===== src/spsr_pkg.sv =====
// Purpose: Shared constants for the switch port status register block
// Assumes: 32-bit AXI4-Lite register bus, single clock
// Notes:   Offsets and field positions live here only
package spsr_pkg;
  // Register byte offsets
  localparam logic [7:0] SPSR_OFF_STATUS = 8'h00;  // Port status
  localparam logic [7:0] SPSR_OFF_IRQ_ST = 8'h04;  // Event status, write one to clear
  localparam logic [7:0] SPSR_OFF_IRQ_MK = 8'h08;  // Event mask
  // Status field positions
  localparam int SPSR_B_STARTED = 0;   // Mode change started flag
  localparam int SPSR_B_DONE    = 1;   // Mode change done flag
  localparam int SPSR_B_LINK    = 4;   // Link up flag
  localparam int SPSR_B_LANEDIR = 5;   // Lane direction
  localparam int SPSR_B_MODE_LO = 6;   // Mode field low bit
  localparam int SPSR_B_PART_LO = 10;  // Partition field low bit
  localparam int SPSR_B_DEV_LO  = 16;  // Device number low bit
  // Event bits in interrupt status and mask
  localparam int SPSR_EV_STARTED = 0;  // Mode change started
  localparam int SPSR_EV_DONE    = 1;  // Mode change done
  localparam int SPSR_EV_LINK    = 2;  // Link up state changed
  localparam int SPSR_EV_W       = 3;  // Event count
  // Lane direction codes
  localparam logic SPSR_LANE_UP = 1'h0;  // Upstream lanes
  localparam logic SPSR_LANE_DN = 1'h1;  // Downstream lanes
  // AXI responses
  localparam logic [1:0] SPSR_RESP_OK  = 2'h0;  // OKAY
  localparam logic [1:0] SPSR_RESP_ERR = 2'h2;  // SLVERR for unmapped address
  // Port mode encoding
  typedef enum logic [2:0] {
    SPSR_MODE_DISABLED = 3'b000,  // Disabled
    SPSR_MODE_DOWN     = 3'b001,  // Downstream port
    SPSR_MODE_UP       = 3'b010,  // Upstream port
    SPSR_MODE_NTB      = 3'b011,  // Non-transparent endpoint
    SPSR_MODE_UP_NTB   = 3'b100,  // Upstream with non-transparent endpoint
    SPSR_MODE_UNATT    = 3'b101   // Unattached
  } spsr_mode_e;
  // Mode change tracking
  typedef enum logic [1:0] {
    SPSR_ST_IDLE = 2'b00,  // Effective mode matches target
    SPSR_ST_BUSY = 2'b01,  // Change under way
    SPSR_ST_DONE = 2'b10   // Change applied this cycle
  } spsr_state_e;
endpackage : spsr_pkg


===== src/spsr_sync.sv =====
// Purpose: Two-flop synchroniser for a bundle of levels
// Assumes: Inputs are quasi-static levels
// Notes:   First stage is read only by the second
`timescale 1ns/1ps
module spsr_sync #(
  parameter int W = 1  // Bundle width
) (
  input  wire logic         aclk,
  input  wire logic         aresetn,
  input  wire logic [W-1:0] d,
  output logic      [W-1:0] q
);
  typedef struct packed {
    logic [W-1:0] s1;  // First stage
    logic [W-1:0] s2;  // Second stage
  } spsr_sync_s;
  spsr_sync_s st_ff;    // Registered state
  spsr_sync_s nxt_st;   // Next state

  // Shift chain
  always_comb begin
    nxt_st    = st_ff;
    nxt_st.s1 = d;
    nxt_st.s2 = st_ff.s1;
  end

  // Synchronous reset to zero
  always_ff @(posedge aclk) begin
    if (!aresetn) begin
      st_ff <= '0;
    end else begin
      st_ff <= nxt_st;
    end
  end

  assign q = st_ff.s2;
endmodule : spsr_sync


===== src/spsr_top.sv =====
// Purpose: Switch port status register with AXI4-Lite access
// Assumes: Port state inputs come from outside the clock domain
// Notes:   Sticky flags survive aresetn, cleared by fund_reset_n or by writing one
// Notes:   Read answers one cycle after address, write two after both halves
// Functional notes
// - Set started flag when mode change begins
// - Set done flag when mode change ends
// - Bit 4 shows data link up
// - Bit 5 shows lane direction, up 0
// - Lane direction follows training, not mode
// - Bits 8:6 report effective port mode
// - Disabled partition forces disabled mode report
// - Reported mode lags during partition change
// - Bits 13:10 report effective partition
// - Bits 20:16 report downstream device number
// - Codes 3 and 4 are NTB modes
//
// Chosen here: the AXI4-Lite register port and the register offsets.
`timescale 1ns/1ps
module spsr_top
  import spsr_pkg::*;
#(
  parameter int SETTLE_CYC = 8  // Cycles a mode change takes to apply
) (
  input  wire logic                aclk,
  input  wire logic                aresetn,
  input  wire logic                fund_reset_n,
  input  wire logic [2:0]          cfg_mode,
  input  wire logic [3:0]          cfg_partition,
  input  wire logic [4:0]          cfg_dev_num,
  input  wire logic                partition_enabled,
  input  wire logic                dl_up,
  input  wire logic                trained_downstream,
  input  wire logic [7:0]          s_axi_awaddr,
  input  wire logic                s_axi_awvalid,
  output logic                     s_axi_awready,
  input  wire logic [31:0]         s_axi_wdata,
  input  wire logic [3:0]          s_axi_wstrb,
  input  wire logic                s_axi_wvalid,
  output logic                     s_axi_wready,
  output logic [1:0]               s_axi_bresp,
  output logic                     s_axi_bvalid,
  input  wire logic                s_axi_bready,
  input  wire logic [7:0]          s_axi_araddr,
  input  wire logic                s_axi_arvalid,
  output logic                     s_axi_arready,
  output logic [31:0]              s_axi_rdata,
  output logic [1:0]               s_axi_rresp,
  output logic                     s_axi_rvalid,
  input  wire logic                s_axi_rready,
  output logic                     irq
);
  import spsr_pkg::*;

  // Elaboration check: the settle field is eight bits wide
  if (SETTLE_CYC < 1 || SETTLE_CYC > 255) begin : g_bad_settle
    $error("SETTLE_CYC out of range");
  end

  localparam int SYNC_W = 3 + 4 + 5 + 1 + 1 + 1;  // Synchronised bundle width

  // Synchronised inputs
  logic [SYNC_W-1:0] sync_q;        // Synchroniser output
  logic [2:0]        s_mode;        // Programmed mode
  logic [3:0]        s_part;        // Programmed partition
  logic [4:0]        s_dev;         // Programmed device number
  logic              s_part_en;     // Partition enabled
  logic              s_dl_up;       // Data link up
  logic              s_lane_dn;     // Trained as downstream

  // Port levels cross clock domains; two flops guard metastability
  spsr_sync #(.W(SYNC_W)) u_sync (
    .aclk    (aclk),
    .aresetn (aresetn),
    .d       ({cfg_mode, cfg_partition, cfg_dev_num, partition_enabled, dl_up, trained_downstream}),
    .q       (sync_q)
  );
  assign {s_mode, s_part, s_dev, s_part_en, s_dl_up, s_lane_dn} = sync_q;

  // Block state, reset by aresetn
  typedef struct packed {
    spsr_state_e      state;     // Mode change tracker
    logic [7:0]       settle;    // Settle countdown
    logic [2:0]       eff_mode;  // Mode in effect
    logic [3:0]       eff_part;  // Partition in effect
    logic [4:0]       eff_dev;   // Device number in effect
    logic             link;      // Link up
    logic             lane;      // Lane direction
    logic             link_d;    // Previous link, for edge event
    logic [SPSR_EV_W-1:0] mask;  // Interrupt mask
    logic             awv;       // Write address held
    logic [7:0]       awa;       // Held write address
    logic             wv;        // Write data held
    logic [31:0]      wd;        // Held write data
    logic [3:0]       ws;        // Held strobes
    logic             bv;        // Write response valid
    logic [1:0]       br;        // Write response code
    logic             rv;        // Read data valid
    logic [31:0]      rd;        // Read data
    logic [1:0]       rr;        // Read response code
    logic             aw_rdy;    // Write address ready
    logic             w_rdy;     // Write data ready
    logic             ar_rdy;    // Read address ready
    logic             irq;       // Interrupt output
  } spsr_s;

  // Sticky state, reset only by fundamental reset
  typedef struct packed {
    logic [1:0]           flags;  // Started and done flags
    logic [SPSR_EV_W-1:0] ev;     // Interrupt event status
  } spsr_sticky_s;

  spsr_s        st_ff;       // Registered state
  spsr_s        nxt_st;      // Next state
  spsr_sticky_s sk_ff;       // Registered sticky state
  spsr_sticky_s nxt_sk;      // Next sticky state

  // Working values
  logic [2:0]  tgt_mode;     // Mode the port should assume
  logic        ev_start;     // Mode change begins
  logic        ev_done;      // Mode change ends
  logic        ev_link;      // Link state changed
  logic        wr_go;        // Write performed this cycle
  logic [31:0] wmask;        // Byte mask from strobes
  logic [31:0] status_word;  // Assembled status register
  logic [1:0]  clr_flags;    // Flags cleared by write
  logic [SPSR_EV_W-1:0] clr_ev;  // Events cleared by write

  // Target mode: disabled partition forces disabled
  always_comb begin
    if (!s_part_en) begin
      tgt_mode = SPSR_MODE_DISABLED;
    end else begin
      // Reserved codes keep the mode in effect rather than guess
      case (s_mode)
        SPSR_MODE_DISABLED, SPSR_MODE_DOWN, SPSR_MODE_UP,
        SPSR_MODE_NTB, SPSR_MODE_UP_NTB, SPSR_MODE_UNATT: begin
          tgt_mode = s_mode;
        end
        default: begin
          tgt_mode = st_ff.eff_mode;  // Reserved code is ignored
        end
      endcase
    end
  end

  // Status word assembly
  always_comb begin
    status_word = '0;
    status_word[SPSR_B_STARTED] = sk_ff.flags[0];
    status_word[SPSR_B_DONE]    = sk_ff.flags[1];
    status_word[SPSR_B_LINK]    = st_ff.link;
    status_word[SPSR_B_LANEDIR] = st_ff.lane;
    status_word[SPSR_B_MODE_LO +: 3] = st_ff.eff_mode;
    status_word[SPSR_B_PART_LO +: 4] = st_ff.eff_part;
    status_word[SPSR_B_DEV_LO +: 5]  = st_ff.eff_dev;
  end

  // Next state of the whole block
  always_comb begin
    nxt_st    = st_ff;
    ev_start  = 1'b0;
    ev_done   = 1'b0;
    wr_go     = 1'b0;
    clr_flags = '0;
    clr_ev    = '0;
    wmask     = {{8{st_ff.ws[3]}}, {8{st_ff.ws[2]}}, {8{st_ff.ws[1]}}, {8{st_ff.ws[0]}}};
    // Mode change tracker
    case (st_ff.state)
      SPSR_ST_IDLE: begin
        if (tgt_mode != st_ff.eff_mode) begin
          ev_start      = 1'b1;
          nxt_st.state  = SPSR_ST_BUSY;
          nxt_st.settle = 8'(SETTLE_CYC - 1);
        end else begin
          nxt_st.eff_part = s_part;  // Partition follows when stable
          nxt_st.eff_dev  = s_dev;
        end
      end
      SPSR_ST_BUSY: begin
        if (st_ff.settle == 8'h00) begin
          nxt_st.eff_mode = tgt_mode;
          nxt_st.eff_part = s_part;
          nxt_st.eff_dev  = s_dev;
          nxt_st.state    = SPSR_ST_DONE;
        end else begin
          nxt_st.settle = st_ff.settle - 8'h01;  // Old values stay meanwhile
        end
      end
      SPSR_ST_DONE: begin
        ev_done      = 1'b1;
        nxt_st.state = SPSR_ST_IDLE;
      end
      default: begin
        nxt_st.state = SPSR_ST_IDLE;
      end
    endcase
    // Link and trained lane direction
    nxt_st.link   = s_dl_up;
    nxt_st.link_d = st_ff.link;
    if (s_dl_up) begin
      nxt_st.lane = s_lane_dn ? SPSR_LANE_DN : SPSR_LANE_UP;
    end
    // Link event fires once per change of the registered link bit
    ev_link = st_ff.link ^ st_ff.link_d;
    // Write channel capture in either order
    if (st_ff.aw_rdy && s_axi_awvalid) begin
      nxt_st.awv = 1'b1;
      nxt_st.awa = s_axi_awaddr;
    end
    if (st_ff.w_rdy && s_axi_wvalid) begin
      nxt_st.wv = 1'b1;
      nxt_st.wd = s_axi_wdata;
      nxt_st.ws = s_axi_wstrb;
    end
    // Perform write once both halves held
    wr_go = st_ff.awv && st_ff.wv && !st_ff.bv;
    if (wr_go) begin
      nxt_st.awv = 1'b0;
      nxt_st.wv  = 1'b0;
      nxt_st.bv  = 1'b1;
      nxt_st.br  = SPSR_RESP_OK;
      // Word decode; byte address bits below the word are ignored
      case ({st_ff.awa[7:2], 2'b00})
        SPSR_OFF_STATUS: begin
          clr_flags = 2'(st_ff.wd[1:0] & wmask[1:0]);
        end
        SPSR_OFF_IRQ_ST: begin
          clr_ev = st_ff.wd[SPSR_EV_W-1:0] & wmask[SPSR_EV_W-1:0];
        end
        SPSR_OFF_IRQ_MK: begin
          nxt_st.mask = (st_ff.mask & ~wmask[SPSR_EV_W-1:0])
                      | (st_ff.wd[SPSR_EV_W-1:0] & wmask[SPSR_EV_W-1:0]);
        end
        default: begin
          nxt_st.br = SPSR_RESP_ERR;  // Unmapped
        end
      endcase
    end
    if (st_ff.bv && s_axi_bready) begin
      nxt_st.bv = 1'b0;
    end
    // Read channel
    if (st_ff.ar_rdy && s_axi_arvalid) begin
      nxt_st.rv = 1'b1;
      nxt_st.rr = SPSR_RESP_OK;
      case ({s_axi_araddr[7:2], 2'b00})
        SPSR_OFF_STATUS: nxt_st.rd = status_word;
        SPSR_OFF_IRQ_ST: nxt_st.rd = {{(32-SPSR_EV_W){1'b0}}, sk_ff.ev};
        SPSR_OFF_IRQ_MK: nxt_st.rd = {{(32-SPSR_EV_W){1'b0}}, st_ff.mask};
        default: begin
          nxt_st.rd = '0;
          nxt_st.rr = SPSR_RESP_ERR;
        end
      endcase
    end else if (st_ff.rv && s_axi_rready) begin
      nxt_st.rv = 1'b0;
    end
    // Readies registered so every bus output leaves a flop
    nxt_st.aw_rdy = !nxt_st.awv;
    nxt_st.w_rdy  = !nxt_st.wv;
    nxt_st.ar_rdy = !nxt_st.rv;
    // Sticky flags: set wins over clear
    // A change starting in the clear cycle must not be lost
    nxt_sk       = sk_ff;
    nxt_sk.flags = (sk_ff.flags & ~clr_flags) | {ev_done, ev_start};
    nxt_sk.ev    = (sk_ff.ev & ~clr_ev) | {ev_link, ev_done, ev_start};
    // Next values used so irq follows status with no extra lag
    nxt_st.irq   = |(nxt_sk.ev & nxt_st.mask);
  end

  // Main registers, device reset
  // Device reset returns the tracker to idle with mode disabled
  always_ff @(posedge aclk) begin
    if (!aresetn) begin
      st_ff <= '0;
    end else begin
      st_ff <= nxt_st;
    end
  end

  // Sticky registers, fundamental reset only
  // Software can still see a mode change across a device reset
  always_ff @(posedge aclk) begin
    if (!fund_reset_n) begin
      sk_ff <= '0;
    end else begin
      sk_ff <= nxt_sk;
    end
  end

  // Bus outputs straight from flops
  // Readies stay low while a slot is occupied and during reset
  assign s_axi_awready = st_ff.aw_rdy;
  assign s_axi_wready  = st_ff.w_rdy;
  assign s_axi_bvalid  = st_ff.bv;
  assign s_axi_bresp   = st_ff.br;
  assign s_axi_arready = st_ff.ar_rdy;
  assign s_axi_rvalid  = st_ff.rv;
  assign s_axi_rdata   = st_ff.rd;
  assign s_axi_rresp   = st_ff.rr;
  assign irq           = st_ff.irq;
endmodule : spsr_top


===== config.mk =====
export PLATFORM = sky130hd
export DESIGN_NAME = spsr_top
export DESIGN_NICKNAME = d
export VERILOG_FILES = /design/src/spsr_pkg.sv /design/src/spsr_sync.sv /design/src/spsr_top.sv
export SDC_FILE = /design/constraint.sdc
export NUM_CORES = 1
export LEC_CHECK = 0
export BUFFER_PORTS_ARGS = -buffer_cell sky130_fd_sc_hd__buf_2
export CORE_MARGIN = 2
export CORE_UTILIZATION = 40
export DETAILED_ROUTE_END_ITERATION = 12
export PLACE_DENSITY = 0.67
export SLEW_MARGIN = 10
export SYNTH_ARGS = -nofsm -noshare
export SYNTH_HDL_FRONTEND = slang
export SYNTH_SLANG_ARGS = --single-unit

===== constraint.sdc =====
create_clock -name aclk -period 2.08 [get_ports aclk]
set_input_delay 0.624 -clock aclk [delete_from_list [all_inputs] [get_ports aclk]]
set_output_delay 0.624 -clock aclk [all_outputs]
set_load 0.05 [all_outputs]

# After elaboration in Yosys (flattened, before gate mapping)
# Index checks and enable logic that the tools add are counted.
# Widths: inputs -> output; s select.
[totals]
regBits = 151
latchBits = 0
mem_bits_rw = 0
romBits = 0
input_bits = 75
out_inout_bits = 42
mem_count = 0
[op_classes]
addsub = 1
n_mul = 0
n_div = 0
order_cmp = 0
eq_ne = 16
shifts = 0
muxes = 28
bitwise = 14
reduce_logical = 26
[ops]
columns = ["operator", "n"]
rows = [
  ["$pmux 21 s3", 1],
  ["$mux 37", 1],
  ["$mux 9", 3],
  ["$pmux 9 s2", 1],
  ["$pmux 8 s2", 1],
  ["$mux 3", 5],
  ["$and 3x3->3", 4],
  ["$eq 6x1->1 const B", 2],
  ["$eq 6x2->1 const B", 2],
  ["$logic_not 6->1", 2],
  ["$mux 10", 1],
  ["$mux 2", 5],
  ["$reduce_or 3->1", 3],
  ["$logic_not 8->1", 1],
  ["$mux 8", 1],
  ["$ne 2x2->1 const B", 4],
  ["$sub 8x1->8 const B", 1],
  ["$logic_and 1x1->1", 7],
  ["$mux 1", 7],
  ["$eq 3x2->1 const B", 2],
  ["$eq 3x3->1 const B", 2],
  ["$not 3->3", 2],
  ["$or 3x3->3", 2],
  ["$reduce_and 3->1", 2],
  ["18 further kinds", 23],
]

# Depth between registers and ports, before layout
[depth]
ltp_word = 10
depth_mapped = 8

# Cells and area by module
# A second synthesis with hierarchy kept.
[unflattened]
cells_unflattened = 425
area_unflattened_um2 = 3912.5
[modules_own_cells]
columns = ["module", "instances", "cells_per_inst", "area_each_um2", "seq_area_each_um2"]
rows = [
  ["spsr_top", 1, 362, 3100.5, 1401.3],
  ["spsr_sync", 1, 63, 812.0, 600.6],
]

# Least setup slack after synthesis
# OpenSTA, ideal clock, no wires.
[synth_timing]
path_kind = "input port to flip-flop"
from = "in s_axi_araddr[5]"
to = "reg st_ff, in the netlist s_axi_rdata[10]"
setup_time_ps = 65
t_arrival_ps = 2085
required_ps = 2015
setup_slack_ps = -70
path_stages = 5
path_buffers = 1
cell_sequence = "or4_1 -> nor4_1 -> clkbuf_1 -> a22oi_1 -> nor2_1"
[synth_between]
elab_chain_cells = 2
elab_cells_between_ends = 4
[synth_rtl]
columns = ["item", "line", "rtl"]
rows = [
  ["start, declared", "spsr_top.sv:44", "input wire logic [7:0] s_axi_araddr,"],
  ["$eq 6x2->1 (tied with other cells)", "spsr_top.sv:247", "case ({s_axi_araddr[7:2], 2'b00})"],
  ["$pmux 21 s3 (*)", "spsr_top.sv:247", ""],
  ["end signal, assigned", "spsr_top.sv:278", "st_ff <= nxt_st;"],
  ["end, declared", "spsr_top.sv:113", "spsr_s st_ff;"],
]
# Every way passes the cells marked *; elsewhere a longest branch is shown, timed or not.
# A chain may end at the register's enable or synchronous reset.

# Worst setup path in the final report
[layout_timing]
from = "reg st_ff[108] (netlist bit)"
to = "reg st_ff[98] (netlist bit)"
[layout_between]
elab_chain_cells = 3
[layout_rtl]
columns = ["item", "line", "rtl"]
rows = [
  ["$logic_not 8->1", "spsr_top.sv:181", "if (st_ff.settle == 8'h00) begin"],
  ["$ne 2x2->1 (no source line)", "n/a", ""],
  ["$reduce_and 3->1 (no source line)", "n/a", ""],
]
# No other way between the ends.

==> results by group <==
Run status
  – Run status: finished, final reports clean

Synthesis
  – Post-synth ARST share: 0
  – Synthesized area divided by synthesized cell count: 9.34 sq um
  – Number of warnings reported in the yosys synthesis log: 0
  – Leading cell types by total area after synthesis: sky130_fd_sc_hd__dfxtp_1, sky130_fd_sc_hd__buf_4, sky130_fd_sc_hd__and2_1
  – Syn Std Cell Area: 3910 sq um
  – Most used DFF post-synth: sky130_fd_sc_hd__dfxtp_1
  – Sequential fraction of the synthesis area: 0.512
  – Post-synthesis register bit count: 100
  – Syn Inst Count: 419
  – Dominant cell by count in the synthesized netlist: sky130_fd_sc_hd__dfxtp_1
  – Post-synth EDFFs: 0
  – Area fraction of the dominant cell type after synthesis: 0.512
  – Unique masters post-synth: 49
  – Library cell with the largest summed area after synthesis: sky130_fd_sc_hd__dfxtp_1
  – Cell types with the highest counts after synthesis: sky130_fd_sc_hd__dfxtp_1, sky130_fd_sc_hd__nand2_1, sky130_fd_sc_hd__nor2_1

Worst setup path
  – Data required, critical path: 2.30 ns
  – Slowest stage delay, CP: 0.57 ns
  – Worst-path maximum fanout: 9
  – Start-to-end type of the worst setup path: flip-flop to flip-flop
  – Setup crit end kind: flip-flop
  – Launch instance of the worst register-to-register path: st_ff[108]
  – Worst EP arrival: 2.24 ns
  – Terminus of the critical flop-to-flop path: st_ff[98]
  – Critical Path, Cell by Cell: or4_4, or4_4, a21boi_2, mux2i_1
  – Highest-delay cell along the critical path: sky130_fd_sc_hd__or4_4
  – Worst reg2reg setup slack: 0.07 ns
  – R2R cell count: 4
  – Critical Path Source Type: flip-flop
  – Most common cell on crit path: sky130_fd_sc_hd__or4_4

STA
  – Post-route worst hold slack: 0.439 ns
  – Number of hold violations in the final report: 0
  – Worst-Margin Slew: 0.741 ns
  – Final period utilization: 0.969
  – Setup total negative slack: 0 ns
  – Number of max-slew violations in the final report: 0
  – Total setup violations reported at the end of the flow: 0
  – Clock period minus worst slack: 2.01 ns
  – Tightest slew margin relative to the limit: 0.503
  – Setup repair after global routing missed its margin: no
  – Post-route clock skew: 0.0155 ns
  – Max Clock Freq: 496 MHz

Route
  – Count of vias placed by the detailed router: 2752
  – # DRC: 0
  – Number of DRC violations after detailed-routing iteration 0: 119
  – Number of nets with antenna violations after detailed routing: 0
  – Drt total wl: 7020 um
  – First-pass iteration count of the detailed router: 4
  – Routed via count divided by cell count: 4.59
  – Routed wirelength normalized by instance count: 11.7 um

Pwr
  – Peak supply drop: 0.000390 V
  – Lkg Pwr: 1.86 nW
  – Ratio of total power to cell area: 946 nW/um^2

Floorplanning
  – Number of placement rows: 36
  – Floorplan die width: 103 um
  – DIE AREA: 10600 sq um
  – Ports: 117
  – Placeable core area: 9640 sq um
  – Initial core utilization: 0.406
  – Die Span Y: 103 um

Global route
  – Overflow left after global routing: 0
  – First-pass GRT wire length: 11600 um
  – Via count of the first global-routing pass: 2543
  – Maximum number of pins on one net before global-route repair: 53
  – Initial antenna violation count: 0
  – GRT Overall Usage: 0.137

Placement
  – Routability congestion estimate: 0.783
  – Post-DP HPWL: 4950 um
  – Count of buffers inserted at the top-level ports: 63

Run
  – Max Cap Violations: 0

Clock network
  – CTS HTree Levels: 3
  – Sinks on the clock net: 100
  – Clock transition at the registers of the reported paths: 0.09 ns
  – Hold Buf Count CTS: 0
  – Clock tree buffer depth: 2
  – Inserted Clock Buffers: 9
  – Insertion delay of the later-clocked pin in the worst-skew pair: 0.36 ns
  – Resized cells post-CTS: 0
  – Post-CTS setup buffer count: 0
  – TritonCTS clock tree: yes
  – CTS Root Cell: sky130_fd_sc_hd__clkbuf_8

Worst hold path
  – Hold path cells: 1
  – End point of the worst hold path: u_sync.q[14]
  – Start point of the worst hold path: u_sync.nxt_st[14]
  – Class of the tightest hold or removal check: flip-flop to flip-flop

Layout
  – Layout fillers: 945
  – P&R area growth vs syn: 11.4%
  – Final Net Count: 538
  – Antenna Diode Count: 0
  – Share of final-layout standard cells stronger than drive strength 1: 0.204
through the flow:
stage,std cells,area [sq um],worst slack (ns),utilization,power [mW]
6_report,599,4360,0.0655,0.452,4.12
5_1_grt,599,4360,0.0137,0.452,4.36
4_1_cts,599,4360,0.0598,0.452,4.16
3_5_place_dp,583,4170,0.0666,0.433,3.01
3_3_place_gp,583,4170,0.0894,0.433,2.99
2_1_floorplan,435,3980,0.0693,-,2.89
report_power, final:
group / total, mW / switching, mW / internal (mW)
logic: 0.818 / 0.476 / 0.342
clock network: 1.15 / 0.692 / 0.459
registers: 2.16 / 0.101 / 2.05
total: 4.12 / 1.27 / 2.85
cell usage in the layout, fill, tap and decap left out, drive strengths merged, types with 2 or more instances in the layout:
cell type / synthesis / final
a22oi: 18 / 18
ha: 2 / 2
clkinv: 0 / 3
dfxtp: 100 / 100
nor2: 42 / 42
nor4: 3 / 3
a21boi: 5 / 5
and3: 2 / 2
nand2b: 3 / 3
nand2: 43 / 43
or4: 4 / 4
o21ai: 9 / 9
mux2i: 13 / 13
nor3: 4 / 4
o21a: 5 / 5
and2: 36 / 36
xor2: 3 / 3
nand4b: 2 / 2
conb: 1 / 17
nand3: 15 / 15
xnor2: 3 / 3
clkbuf: 16 / 10
o31a: 2 / 2
buf: 41 / 72
o31ai: 2 / 2
and4b: 3 / 3
a21oi: 19 / 19
inv: 4 / 6
a21o: 2 / 2
nor2b: 4 / 4
worst max-delay path: cells and delay by family (launching register included):
| kind | cells | cell delay, ns |
|---|---|---|
| and+or+nand+nor | 2 | 1.10 |
| AOI/OAI and AO/OA | 1 | 0.28 |
| muxes | 1 | 0.18 |
| DFF | 1 | 0.33 |
per-layer routing:
layer / vias up / share of wire / track usage
met2: 63 / 0.46 / 0.219
li1: 1446 / - / -
met5: - / 0 / 0
met3: 9 / 0.048 / 0.0400
met4: 0 / 0.011 / 0.0425
met1: 1234 / 0.48 / 0.181
layout make-up:
class | instances | area [sq um] | share of cell area
Inverter | 4 | 15.0 | 0.00345
Tap cell | 133 | 166 | 0.0382
Clock inverter | 6 | 56.3 | 0.0129
Timing Repair Buffer | 72 | 395 | 0.0907
Multi-Input combinational cell | 274 | 1600 | 0.366
Sequential cell | 100 | 2000 | 0.459
Clock buffer | 10 | 128 | 0.0293
registers in the layout, indices dropped and copies added, names as in the netlist, 5 cells and up:
signal / count
s_axi_rdata: 17
u_sync.q: 15
u_sync.nxt_st: 15
sk_ff: 5
st_ff: 39
logic make-up (layout without fill, tap and decap cells):
logic type      Yosys count  in the layout  share of synthesized area
xor+xnor                  6              6                     0.0134
fa+ha+maj                 2              2                    0.00639
flops                   100            100                      0.512
simple gates            165            165                      0.212
compound gates           70             70                      0.122
buf+inv                  61             92                     0.0975
other cells               1             17                   0.000958
mux                      14             14                     0.0361
how the worst max path moves through the flow:
stage                 endpoint  depth (start not counted)       start
global route         st_ff[99]                          4  st_ff[110]
global placement     st_ff[94]                          4  st_ff[108]
finish               st_ff[98]                          4  st_ff[108]
floorplan           st_ff[100]                          6  st_ff[108]
CTS                  st_ff[98]                          4  st_ff[108]
detailed placement   st_ff[96]                          4  st_ff[108]
Power figures use the tool's default switching activity.
